`config.mk`:
```
export PLATFORM = sky130hd
export DESIGN_NAME = audio_output_routing_control
export DESIGN_NICKNAME = d
export VERILOG_FILES = /design/src/hdl/audio_routing_pkg.sv /design/src/hdl/audio_output_routing_control.sv /design/src/hdl/sample_fifo.sv
export VERILOG_INCLUDE_DIRS = /design/src /design/src/hdl
export SDC_FILE = /design/constraint.sdc
export NUM_CORES = 2
export LEC_CHECK = 0
export BUFFER_PORTS_ARGS = -buffer_cell sky130_fd_sc_hd__buf_4
export CORE_ASPECT_RATIO = 1.2
export CORE_MARGIN = 2
export CORE_UTILIZATION = 52
export CTS_BUF_LIST = sky130_fd_sc_hd__clkbuf_16
export CTS_CLUSTER_DIAMETER = 30
export DETAILED_ROUTE_END_ITERATION = 8
export GPL_ROUTABILITY_DRIVEN = 0
export GPL_TIMING_DRIVEN = 0
export PLACE_DENSITY = 0.68
export SLEW_MARGIN = 20
export SYNTH_ARGS = -nofsm -noshare
export SYNTH_HDL_FRONTEND = slang
export SYNTH_SLANG_ARGS = --single-unit
```
`constraint.sdc`:
```
create_clock -name i_mclk -period 19.2 [get_ports i_mclk]
set_clock_uncertainty 0.1 [all_clocks]
set_input_delay 0 -clock i_mclk [delete_from_list [all_inputs] [get_ports i_mclk]]
set_output_delay 0 -clock i_mclk [all_outputs]
set_load 0.05 [all_outputs]
```
`src/hdl/audio_routing_params.svh`:
```
// Register offsets, field positions, reset values and gain constants of the audio output routing control.
`ifndef AUDIO_ROUTING_PARAMS_SVH
`define AUDIO_ROUTING_PARAMS_SVH

// ----------------------------------------------------------------------------
// Register offsets (subaddresses)
// ----------------------------------------------------------------------------
`define AR_OFS_LEVEL_TRIM    8'h0F
`define AR_OFS_ERR_LOWER     8'h10
`define AR_OFS_ERR_UPPER     8'h11
`define AR_OFS_MUTE_CTRL     8'h12
`define AR_OFS_DAC_SELECT    8'h13
`define AR_OFS_ANALOG_SELECT 8'h14

// ----------------------------------------------------------------------------
// Reset values
// ----------------------------------------------------------------------------
`define AR_RST_LEVEL_TRIM    8'h00
`define AR_RST_ERR_LOWER     8'h14
`define AR_RST_ERR_UPPER     8'h50
`define AR_RST_MUTE_CTRL     8'hFF
`define AR_RST_DAC_SELECT    8'h00
`define AR_RST_ANALOG_SELECT 8'h00

// ----------------------------------------------------------------------------
// Field positions
// ----------------------------------------------------------------------------
`define AR_TRIM_ATTEN_BIT    4
`define AR_MUTE_SERIAL_BIT   6
`define AR_MUTE_ANALOG_BIT   2
`define AR_DAC_GAIN_HI_BIT   7
`define AR_DAC_GAIN_LO_BIT   3
`define AR_MATRIX_MSB        6
`define AR_MATRIX_LSB        4

// ----------------------------------------------------------------------------
// Gain arithmetic: factors are unsigned with 10 fraction bits
// ----------------------------------------------------------------------------
`define AR_GAIN_FRAC         10
`define AR_GAIN_UNITY        13'h0400

`endif

```
`src/hdl/audio_routing_pkg.sv`:
```
// Types shared by the audio output routing control.
`default_nettype none

package audio_routing_pkg;

  typedef enum logic [2:0] {
    MATRIX_STEREO  = 3'b000,
    MATRIX_LEFT    = 3'b001,
    MATRIX_RIGHT   = 3'b010,
    MATRIX_SWAP    = 3'b011,
    MATRIX_AVERAGE = 3'b100
  } matrix_mode_t;

  typedef enum logic [1:0] {
    DAC_SRC_FM     = 2'b00,
    DAC_SRC_BC     = 2'b01,
    DAC_SRC_FM_M1  = 2'b10,
    DAC_SRC_FM_M2  = 2'b11
  } dac_source_t;

  typedef enum logic [1:0] {
    ANA_SRC_DAC    = 2'b00,
    ANA_SRC_UNDEF  = 2'b01,
    ANA_SRC_EXT    = 2'b10,
    ANA_SRC_MONO   = 2'b11
  } analog_source_t;

  typedef enum logic {
    SEL_BROADCAST  = 1'b0,
    SEL_FALLBACK   = 1'b1
  } automute_state_t;

endpackage : audio_routing_pkg

`default_nettype wire

```
`src/hdl/audio_output_routing_control.sv`:
```
// Audio output routing control: registers, auto-mute, level trim, DAC and analog output routing.
`default_nettype none
`include "audio_routing_params.svh"

// Summary of operation
// - Broadcast trim: 1 dB steps, bit4 attenuates
// - Error count below lower: reselect broadcast
// - Error count above upper: switch to fallback
// - Between thresholds: keep current selection
// - Lower threshold resets to 0x14
// - Upper threshold resets to 0x50
// - Mute bits 6 and 2 silence pairs
// - Mute register resets all ones
// - DAC gain adds 0, 3, 6, 9 dB
// - DAC source code routes FM, broadcast, M1, M2
// - Matrix codes map L/R, L/L, R/R, R/L, average
// - Average only for DAC-derived signal
// - Analog source: DAC, external, mono input
// - Analog input selected mutes DAC outputs
// - Auto-switch only when enabled and digital mode
// - Fallback pick plus DAC selects mono input
// - Serial output always falls back to FM
module audio_output_routing_control
  import audio_routing_pkg::*;
#(
  parameter int SW         = 16,
  parameter int FIFO_DEPTH = 16
) (
  // Clock and reset
  input  wire logic          i_mclk,
  input  wire logic          i_rst_n,
  // Register access by subaddress
  input  wire logic          i_reg_wr,
  input  wire logic          i_reg_rd,
  input  wire logic [7:0]    i_reg_addr,
  input  wire logic [7:0]    i_reg_wdata,
  output logic      [7:0]    o_reg_rdata,
  output logic               o_reg_ack,
  // Demodulator status and configuration
  input  wire logic          i_err_valid,
  input  wire logic [7:0]    i_err_count,
  input  wire logic          i_auto_switch_disable,
  input  wire logic          i_fallback_source_pick,
  input  wire logic          i_carrier2_digital,
  // Input sample frames
  input  wire logic          i_in_valid,
  output logic               o_in_ready,
  input  wire logic [SW-1:0] i_in_fm_left,
  input  wire logic [SW-1:0] i_in_fm_right,
  input  wire logic [SW-1:0] i_in_bc_left,
  input  wire logic [SW-1:0] i_in_bc_right,
  // Output sample frames
  output logic               o_out_valid,
  input  wire logic          i_out_ready,
  output logic      [SW-1:0] o_ser_left,
  output logic      [SW-1:0] o_ser_right,
  output logic      [SW-1:0] o_dac_left,
  output logic      [SW-1:0] o_dac_right,
  // Analog switch controls and status
  output logic      [1:0]    o_analog_source,
  output logic      [2:0]    o_analog_matrix,
  output logic               o_dac_mute,
  output logic               o_serial_mute,
  output logic               o_analog_mute,
  output logic               o_broadcast_selected
);

  localparam int FW = 4 * SW;
  localparam int CW = $clog2(FIFO_DEPTH + 1);

  // --------------------------------------------------------------------------
  // Gain tables
  // --------------------------------------------------------------------------
  function automatic logic [12:0] trim_factor(input logic [4:0] code);
    logic [12:0] f;
    f = `AR_GAIN_UNITY;
    unique case (code)
      5'h00: f = 13'h0400; 5'h01: f = 13'h047D; 5'h02: f = 13'h0509; 5'h03: f = 13'h05A6;
      5'h04: f = 13'h0657; 5'h05: f = 13'h071D; 5'h06: f = 13'h07FB; 5'h07: f = 13'h08F4;
      5'h08: f = 13'h0A0C; 5'h09: f = 13'h0B46; 5'h0A: f = 13'h0CA6; 5'h0B: f = 13'h0E31;
      5'h0C: f = 13'h0FED; 5'h0D: f = 13'h11DE; 5'h0E: f = 13'h140C; 5'h0F: f = 13'h167E;
      5'h10: f = 13'h00B6; 5'h11: f = 13'h00CC; 5'h12: f = 13'h00E5; 5'h13: f = 13'h0101;
      5'h14: f = 13'h0121; 5'h15: f = 13'h0143; 5'h16: f = 13'h016A; 5'h17: f = 13'h0197;
      5'h18: f = 13'h01C8; 5'h19: f = 13'h0201; 5'h1A: f = 13'h0240; 5'h1B: f = 13'h0286;
      5'h1C: f = 13'h02D5; 5'h1D: f = 13'h032D; 5'h1E: f = 13'h0391; 5'h1F: f = `AR_GAIN_UNITY;
    endcase
    return f;
  endfunction : trim_factor

  function automatic logic [12:0] dac_factor(input logic [1:0] code);
    logic [12:0] f;
    f = `AR_GAIN_UNITY;
    unique case (code)
      2'b00: f = 13'h0400;
      2'b01: f = 13'h05A6;
      2'b10: f = 13'h07FB;
      2'b11: f = 13'h0B46;
    endcase
    return f;
  endfunction : dac_factor

  // Saturation keeps loud passages from wrapping to full-scale of the opposite sign.
  function automatic logic [SW-1:0] scale(input logic [SW-1:0] s, input logic [12:0] f);
    logic signed [SW+13:0] p;
    logic signed [SW+13:0] q;
    p = $signed({{14{s[SW-1]}}, s}) * $signed({{(SW+1){1'b0}}, f});
    q = p >>> `AR_GAIN_FRAC;
    if (q > $signed({{15{1'b0}}, {(SW-1){1'b1}}})) begin
      return {1'b0, {(SW-1){1'b1}}};
    end else if (q < -$signed({{14{1'b0}}, 1'b1, {(SW-1){1'b0}}})) begin
      return {1'b1, {(SW-1){1'b0}}};
    end
    return q[SW-1:0];
  endfunction : scale

  function automatic logic [SW-1:0] avg(input logic [SW-1:0] a, input logic [SW-1:0] b);
    logic [SW:0] s;
    s = {a[SW-1], a} + {b[SW-1], b};
    return s[SW:1];
  endfunction : avg

  // --------------------------------------------------------------------------
  // Register file
  // --------------------------------------------------------------------------
  logic [7:0] broadcast_level_trim;
  logic [7:0] error_lower_threshold;
  logic [7:0] error_upper_threshold;
  logic [7:0] output_mute_control;
  logic [7:0] dac_source_gain_select;
  logic [7:0] analog_output_select;
  logic [7:0] next_rdata;
  logic       wr_trim, wr_lower, wr_upper, wr_mute, wr_dac, wr_ana;

  assign wr_trim  = i_reg_wr && (i_reg_addr == `AR_OFS_LEVEL_TRIM);
  assign wr_lower = i_reg_wr && (i_reg_addr == `AR_OFS_ERR_LOWER);
  assign wr_upper = i_reg_wr && (i_reg_addr == `AR_OFS_ERR_UPPER);
  assign wr_mute  = i_reg_wr && (i_reg_addr == `AR_OFS_MUTE_CTRL);
  assign wr_dac   = i_reg_wr && (i_reg_addr == `AR_OFS_DAC_SELECT);
  assign wr_ana   = i_reg_wr && (i_reg_addr == `AR_OFS_ANALOG_SELECT);

  // Unmapped subaddresses read as zero and ignore writes.
  always_comb begin
    next_rdata = 8'h00;
    unique case (i_reg_addr)
      `AR_OFS_LEVEL_TRIM:    next_rdata = broadcast_level_trim;
      `AR_OFS_ERR_LOWER:     next_rdata = error_lower_threshold;
      `AR_OFS_ERR_UPPER:     next_rdata = error_upper_threshold;
      `AR_OFS_MUTE_CTRL:     next_rdata = output_mute_control;
      `AR_OFS_DAC_SELECT:    next_rdata = dac_source_gain_select;
      `AR_OFS_ANALOG_SELECT: next_rdata = analog_output_select;
      default:               next_rdata = 8'h00;
    endcase
  end

  always_ff @(posedge i_mclk or negedge i_rst_n) begin
    if (!i_rst_n) begin
      broadcast_level_trim   <= `AR_RST_LEVEL_TRIM;
      error_lower_threshold  <= `AR_RST_ERR_LOWER;
      error_upper_threshold  <= `AR_RST_ERR_UPPER;
      output_mute_control    <= `AR_RST_MUTE_CTRL;
      dac_source_gain_select <= `AR_RST_DAC_SELECT;
      analog_output_select   <= `AR_RST_ANALOG_SELECT;
      o_reg_rdata            <= 8'h00;
      o_reg_ack              <= 1'b0;
    end else begin
      if (wr_trim)  broadcast_level_trim   <= i_reg_wdata;
      if (wr_lower) error_lower_threshold  <= i_reg_wdata;
      if (wr_upper) error_upper_threshold  <= i_reg_wdata;
      if (wr_mute)  output_mute_control    <= i_reg_wdata;
      if (wr_dac)   dac_source_gain_select <= i_reg_wdata;
      if (wr_ana)   analog_output_select   <= i_reg_wdata;
      o_reg_rdata <= i_reg_rd ? next_rdata : o_reg_rdata;
      o_reg_ack   <= i_reg_wr || i_reg_rd;
    end
  end

  // --------------------------------------------------------------------------
  // Auto-mute selection
  // --------------------------------------------------------------------------
  automute_state_t am_state;
  automute_state_t next_am_state;
  logic            am_active;

  assign am_active = !i_auto_switch_disable && i_carrier2_digital;

  always_comb begin
    next_am_state = am_state;
    if (!am_active) begin
      next_am_state = SEL_BROADCAST;
    end else if (i_err_valid) begin
      unique case (am_state)
        SEL_BROADCAST: if (i_err_count > error_upper_threshold) next_am_state = SEL_FALLBACK;
        SEL_FALLBACK:  if (i_err_count < error_lower_threshold) next_am_state = SEL_BROADCAST;
      endcase
    end
  end

  // --------------------------------------------------------------------------
  // Control decode
  // --------------------------------------------------------------------------
  analog_source_t ana_src;
  analog_source_t ana_src_eff;
  matrix_mode_t   matrix;
  logic           mono_fallback;
  logic           dac_silenced;
  logic [2:0]     next_analog_matrix;

  assign ana_src = analog_source_t'(analog_output_select[1:0]);
  assign matrix  = matrix_mode_t'(analog_output_select[`AR_MATRIX_MSB:`AR_MATRIX_LSB]);
  // Undefined source code 01 is treated as the DAC.
  assign mono_fallback = (am_state == SEL_FALLBACK) && i_fallback_source_pick && !ana_src[1];
  assign ana_src_eff   = mono_fallback ? ANA_SRC_MONO : (ana_src[1] ? ana_src : ANA_SRC_DAC);
  assign dac_silenced  = ana_src_eff[1];
  // The analog switch cannot average, so an analog input gets the straight pairing.
  assign next_analog_matrix = (dac_silenced && matrix == MATRIX_AVERAGE) ? MATRIX_STEREO : matrix;

  always_ff @(posedge i_mclk or negedge i_rst_n) begin
    if (!i_rst_n) begin
      am_state             <= SEL_BROADCAST;
      o_analog_source      <= 2'h0;
      o_analog_matrix      <= 3'h0;
      o_dac_mute           <= 1'b1;
      o_serial_mute        <= 1'b1;
      o_analog_mute        <= 1'b1;
      o_broadcast_selected <= 1'b1;
    end else begin
      am_state             <= next_am_state;
      o_analog_source      <= ana_src_eff;
      o_analog_matrix      <= next_analog_matrix;
      o_dac_mute           <= dac_silenced;
      o_serial_mute        <= output_mute_control[`AR_MUTE_SERIAL_BIT];
      o_analog_mute        <= output_mute_control[`AR_MUTE_ANALOG_BIT];
      o_broadcast_selected <= (am_state == SEL_BROADCAST);
    end
  end

  // --------------------------------------------------------------------------
  // Sample processing stage
  // --------------------------------------------------------------------------
  logic          accept;
  logic          stage_valid, next_stage_valid;
  logic [SW-1:0] stage_ser_l, stage_ser_r, stage_dac_l, stage_dac_r;
  logic [SW-1:0] next_ser_l, next_ser_r, next_dac_l, next_dac_r;
  logic [SW-1:0] bc_l, bc_r, src_l, src_r, mx_l, mx_r;
  logic [12:0]   dgain;
  logic          fifo_in_ready;
  logic [CW-1:0] fifo_count;
  logic          fifo_out_valid, fifo_out_ready;
  logic [FW-1:0] fifo_out_data;
  logic          next_in_ready;

  assign accept = i_in_valid && o_in_ready;
  assign dgain  = dac_factor({dac_source_gain_select[`AR_DAC_GAIN_HI_BIT],
                              dac_source_gain_select[`AR_DAC_GAIN_LO_BIT]});

  always_comb begin
    bc_l = scale(i_in_bc_left, trim_factor(broadcast_level_trim[4:0]));
    bc_r = scale(i_in_bc_right, trim_factor(broadcast_level_trim[4:0]));
    if (am_state == SEL_FALLBACK) begin
      bc_l = i_in_fm_left;
      bc_r = i_in_fm_right;
    end
    // The serial pair never takes the analog mono input as fallback.
    next_ser_l = output_mute_control[`AR_MUTE_SERIAL_BIT] ? '0 : bc_l;
    next_ser_r = output_mute_control[`AR_MUTE_SERIAL_BIT] ? '0 : bc_r;
    src_l = i_in_fm_left;
    src_r = i_in_fm_right;
    unique case (dac_source_t'(dac_source_gain_select[1:0]))
      DAC_SRC_FM:    begin src_l = i_in_fm_left; src_r = i_in_fm_right; end
      DAC_SRC_BC:    begin src_l = bc_l;         src_r = bc_r;          end
      DAC_SRC_FM_M1: begin src_l = i_in_fm_left; src_r = bc_l;          end
      DAC_SRC_FM_M2: begin src_l = i_in_fm_left; src_r = bc_r;          end
    endcase
    mx_l = src_l;
    mx_r = src_r;
    case (matrix)
      MATRIX_LEFT:    begin mx_r = src_l; end
      MATRIX_RIGHT:   begin mx_l = src_r; end
      MATRIX_SWAP:    begin mx_l = src_r; mx_r = src_l; end
      MATRIX_AVERAGE: begin mx_l = avg(src_l, src_r); mx_r = mx_l; end
      default:        begin mx_l = src_l; mx_r = src_r; end
    endcase
    next_dac_l = (dac_silenced || output_mute_control[`AR_MUTE_ANALOG_BIT]) ? '0 : scale(mx_l, dgain);
    next_dac_r = (dac_silenced || output_mute_control[`AR_MUTE_ANALOG_BIT]) ? '0 : scale(mx_r, dgain);
    next_stage_valid = accept || (stage_valid && !fifo_in_ready);
  end

  // The ready margin covers the frames in flight between the count and the stage.
  assign next_in_ready = (fifo_count <= CW'(FIFO_DEPTH - 4));

  always_ff @(posedge i_mclk or negedge i_rst_n) begin
    if (!i_rst_n) begin
      stage_valid <= 1'b0;
      stage_ser_l <= '0;
      stage_ser_r <= '0;
      stage_dac_l <= '0;
      stage_dac_r <= '0;
      o_in_ready  <= 1'b0;
    end else begin
      stage_valid <= next_stage_valid;
      o_in_ready  <= next_in_ready;
      if (accept) begin
        stage_ser_l <= next_ser_l;
        stage_ser_r <= next_ser_r;
        stage_dac_l <= next_dac_l;
        stage_dac_r <= next_dac_r;
      end
    end
  end

  sample_fifo #(
    .WIDTH (FW),
    .DEPTH (FIFO_DEPTH)
  ) u_fifo (
    .i_mclk      (i_mclk),
    .i_rst_n     (i_rst_n),
    .i_in_valid  (stage_valid),
    .o_in_ready  (fifo_in_ready),
    .i_in_data   ({stage_ser_l, stage_ser_r, stage_dac_l, stage_dac_r}),
    .o_out_valid (fifo_out_valid),
    .i_out_ready (fifo_out_ready),
    .o_out_data  (fifo_out_data),
    .o_count     (fifo_count)
  );

  // --------------------------------------------------------------------------
  // Output register stage
  // --------------------------------------------------------------------------
  assign fifo_out_ready = !o_out_valid || i_out_ready;

  always_ff @(posedge i_mclk or negedge i_rst_n) begin
    if (!i_rst_n) begin
      o_out_valid <= 1'b0;
      o_ser_left  <= '0;
      o_ser_right <= '0;
      o_dac_left  <= '0;
      o_dac_right <= '0;
    end else if (fifo_out_ready) begin
      o_out_valid <= fifo_out_valid;
      {o_ser_left, o_ser_right, o_dac_left, o_dac_right} <= fifo_out_data;
    end
  end
endmodule : audio_output_routing_control

`default_nettype wire

```
`src/hdl/sample_fifo.sv`:
```
// Synchronous FIFO with valid/ready on both sides and a fill count.
`default_nettype none

module sample_fifo #(
  parameter int WIDTH = 64,
  parameter int DEPTH = 16,
  parameter int CW    = $clog2(DEPTH + 1)
) (
  // Clock and reset
  input  wire logic             i_mclk,
  input  wire logic             i_rst_n,
  // Fill side
  input  wire logic             i_in_valid,
  output logic                  o_in_ready,
  input  wire logic [WIDTH-1:0] i_in_data,
  // Drain side
  output logic                  o_out_valid,
  input  wire logic             i_out_ready,
  output logic [WIDTH-1:0]      o_out_data,
  // Fill level
  output logic [CW-1:0]         o_count
);

  localparam int AW = $clog2(DEPTH);

  logic [WIDTH-1:0] mem [DEPTH];
  logic [AW-1:0]    wr_ptr;
  logic [AW-1:0]    rd_ptr;
  logic [CW-1:0]    count;
  logic [AW-1:0]    next_wr_ptr;
  logic [AW-1:0]    next_rd_ptr;
  logic [CW-1:0]    next_count;
  logic             push;
  logic             pop;

  assign o_in_ready  = (count != CW'(DEPTH));
  assign o_out_valid = (count != '0);
  assign o_out_data  = mem[rd_ptr];
  assign o_count     = count;
  assign push        = i_in_valid && o_in_ready;
  assign pop         = o_out_valid && i_out_ready;

  always_comb begin
    next_wr_ptr = push ? AW'(wr_ptr + 1'b1) : wr_ptr;
    next_rd_ptr = pop ? AW'(rd_ptr + 1'b1) : rd_ptr;
    next_count  = count;
    if (push && !pop) begin
      next_count = CW'(count + 1'b1);
    end else if (pop && !push) begin
      next_count = CW'(count - 1'b1);
    end
  end

  always_ff @(posedge i_mclk or negedge i_rst_n) begin
    if (!i_rst_n) begin
      wr_ptr <= '0;
      rd_ptr <= '0;
      count  <= '0;
    end else begin
      wr_ptr <= next_wr_ptr;
      rd_ptr <= next_rd_ptr;
      count  <= next_count;
    end
  end

  // Storage has no reset; a word is only read after it was written.
  always_ff @(posedge i_mclk) begin
    if (push) begin
      mem[wr_ptr] <= i_in_data;
    end
  end

endmodule : sample_fifo

`default_nettype wire

```
==> results_dict.tcl <==
set metrics [dict create \
    status "finished clean" \
    dr.pass1.iters 9 \
    htree_levels 4 \
    first_global_vias 57100 \
    criticalPathCategory "register to register" \
    leakagePower_nw 39.6 \
    relSlewSlack_pct 19.9 \
    coreArea_sq_mm 0.155 \
    numPortBuffers 178 \
    synth-main-ff-cell "edfxtp_1" \
    rows 158 \
    cpMostUsedCell "fa_1" \
    cp-start-kind "register" \
    end_kind "register" \
    synth_xor_area_share_pct 1.28 \
    peakVddDrop_mv 0.172 \
    track_usage_pct 30.4 \
    nFillCells 11500 \
    cp_data_arrival_time_ps 19140 \
    grt_pass1_wl_um 356000 \
    worstPathRequired_ps 19790 \
    syn_to_final_growth_pct 18.2 \
    synth_compound_area_share_pct 5.38 \
    drive_gt1_share_pct 19.3 \
    finalCritPeriodShare_pct 96.6 \
    setup_violations 0 \
    max-cap-violations 0 \
    hold_class "input port to register" \
    ys_ff_latch 1235 \
    ys_warn_count 0 \
    critPathMaxFanout 10 \
    fp.dieW_um 364 \
    via_per_inst 5.97 \
    ant_nets 0 \
    syn_inst 6096 \
    path_clk_slew_ps 50 \
    yosysUniqueCellTypes 102 \
    rrSetupSlack_ps 650 \
    final_core_util_pct 61.9 \
    maxSlewViolCount 0 \
    die_h_um 436 \
    die-area_sq_mm 0.159 \
    slowest_delay_ps 670 \
    io_pins 182 \
    wl_um 236000 \
    grt-ovfl-total 0 \
    nNetsFinal 7867 \
    grt_max_degree 81 \
    synthMuxAreaShare_pct 11.2 \
    antenna_found_initial 14 \
    timing.final.ws_setup_ps 653 \
    dp_slack_ps -1600 \
    cts_root_buffer "clkbuf_16" \
    wl_per_cell_um 26.4 \
    yosys.area_share.simple_pct 7.57 \
    cts_tree "done" \
    route.detailed.drc 0 \
    fmax_mhz 53.9 \
    fin_crit_ps 18550 \
    clk_latency_ps 860 \
    synth_top_family_by_area "adder cells" \
    synth_edf_count 1024 \
    post-dp-hpwl_um 166000 \
    numCtsBuffers 209 \
    drtIter0Drc 5623 \
    slowest_stage "fa_2" \
    syn_area_sq_mm 0.0810 \
    p_per_area_mw_per_mm2 169 \
    syn-num-nets 7298 \
    cts_num_sinks 1235 \
    hold_viol 0 \
    tightest_slew_ps 1200 \
    cts_buffer_depth 3 \
    synth_adder_area_share_pct 24.2 \
    seq_area_frac_synth_pct 44.5 \
    avgSynthCellArea_sq_um 13.3 \
    num_vias 53400 \
    async_reset_ff_share_pct 17.1 \
    initial_core_util_pct 52.4 \
]
[logic make-up (layout without fill, tap and decap cells)]
kind of cell,Yosys count,after routing
AO/OA/AOI/OAI,646,646
multiplexers,488,488
adder cells (fa/ha/maj),1104,1104
XOR/XNOR,118,118
AND/OR/NAND/NOR,1248,1248
flip-flops,1235,1235
other,0,10
buffers and inverters,1257,2011
[layout make-up]
class | count | area [sq um] | share of cell area (%)
inverters | 991 | 3720 | 3.89
flip-flops and latches | 1235 | 36100 | 37.6
diodes | 10 | 25.0 | 0.0261
well taps | 2080 | 2600 | 2.72
repair buffers | 370 | 3920 | 4.10
multi-input cells | 3604 | 40700 | 42.5
clock inverters | 186 | 2380 | 2.49
clock buffers | 210 | 5260 | 5.49
plain buffers | 254 | 1100 | 1.15
[what timing repair did]
item / CTS / global route
endpoints found under the setup margin: 32 / 32
setup buffers: 3 / 13
pin swaps: 2 / 5
endpoints found under the hold margin: 289 / 0
hold buffers: 70 / 0
gates resized for setup: 51 / 96
[power by group]
group | leakage, nW | internal, W | switching [W]
Sequential | 11.9 | 0.00352 | 0.000477
Combinational | 23.9 | 0.00321 | 0.00505
Clock | 3.74 | 0.00254 | 0.00144
[flip-flops by register name, indices dropped and copies added (netlist names), 16 cells and up]
signal	cells
stage_dac_l	16
o_dac_left	16
o_ser_left	16
o_dac_right	16
stage_ser_r	16
stage_ser_l	16
u_fifo.mem	1024
stage_dac_r	16
o_ser_right	16
[worst paths after layout]
kind                                               from                      to  cells past startpoint
worst max-delay path            broadcast_level_trim[1]         stage_dac_l[13]                     71
worst max register to register  broadcast_level_trim[1]         stage_dac_l[13]                     71
worst min-delay path                           i_reg_rd          o_reg_rdata[4]                      4
max in group asynchronous                       i_rst_n  output_mute_control[5]                      5
worst min register to register   output_mute_control[2]           o_analog_mute                      0
min in group asynchronous                       i_rst_n         o_ser_right[13]                      3
[stage by stage]
| step | hold slack (ps) | std cells | total power (W) | instance area (sq um) | TNS, ps |
|---|---|---|---|---|---|
| finish | 75.6 | 8940 | 0.0162 | 95800 | 0 |
| global placement | 139 | 8354 | 0.0116 | 85000 | -67130 |
| global route | 50.4 | 8937 | 0.0171 | 95700 | -296 |
| CTS | 24.0 | 8923 | 0.0160 | 95400 | 0 |
| floorplan | -396 | 6096 | 0.00935 | 81000 | 0 |
| detailed placement | -285 | 8455 | 0.0118 | 86900 | -42530 |
[Yosys cell counts (38+ instances only)]
cell type	count	area, sq um
clkbuf_1	210	788
dfrtp_1	195	4880
nor3_1	38	190
mux4_2	325	7320
nand2_1	450	1690
nand3_1	40	200
a21o_1	60	450
edfxtp_1	1024	30700
o21ai_0	143	716
a21oi_1	150	751
nor2_1	212	796
nor2b_1	97	607
ha_1	336	4200
fa_1	768	15400
nand2b_1	65	407
xnor2_1	82	718
and2_1	217	1360
mux2_2	126	1420
buf_1	47	176
inv_1	991	3720
[cells in the final DEF, fill, tap and decap left out, types with 27 or more instances in the layout]
master | netlist | routed
and2_1 | 217 | 217
mux4_2 | 325 | 325
nand3_1 | 40 | 40
nand4_1 | 36 | 36
mux2i_1 | 36 | 32
clkinv_2 | 0 | 27
xnor2_1 | 82 | 80
clkbuf_16 | 0 | 210
buf_4 | 1 | 230
nor2b_1 | 97 | 97
buf_16 | 0 | 34
dfrtp_1 | 195 | 194
inv_1 | 991 | 1013
ha_1 | 336 | 334
nor2_1 | 212 | 196
clkbuf_1 | 210 | 158
o21ai_0 | 143 | 134
nand2_1 | 450 | 450
edfxtp_1 | 1024 | 1024
fa_1 | 768 | 767
nor3_1 | 38 | 34
clkbuf_2 | 0 | 48
bufinv_16 | 0 | 38
xor2_1 | 35 | 35
nand2b_1 | 65 | 63
dlygate4sd3_1 | 0 | 70
a21oi_1 | 150 | 143
mux2_2 | 126 | 126
a21o_1 | 60 | 59
[worst max-delay path: cells and delay by family (launching register included)]
family | cells | cell delay [ps]
AO/OA/AOI/OAI | 20 | 4100
XOR/XNOR | 2 | 400
adder cells (fa/ha/maj) | 15 | 7000
buffers and inverters | 20 | 3180
flip-flops | 1 | 420
multiplexers | 3 | 1140
AND/OR/NAND/NOR | 11 | 2050
[metal layers]
metal,GRT usage (%),up-vias,part of all wire [%],wire length (um)
li1,-,22200,-,-
met1,38.0,27400,36,86000
met2,50.5,3028,49,116000
met3,5.45,703,8.4,20000
met4,16.1,10,6.0,14300
met5,0,-,0.036,84
No activity file was read; power rests on OpenSTA's default activity.
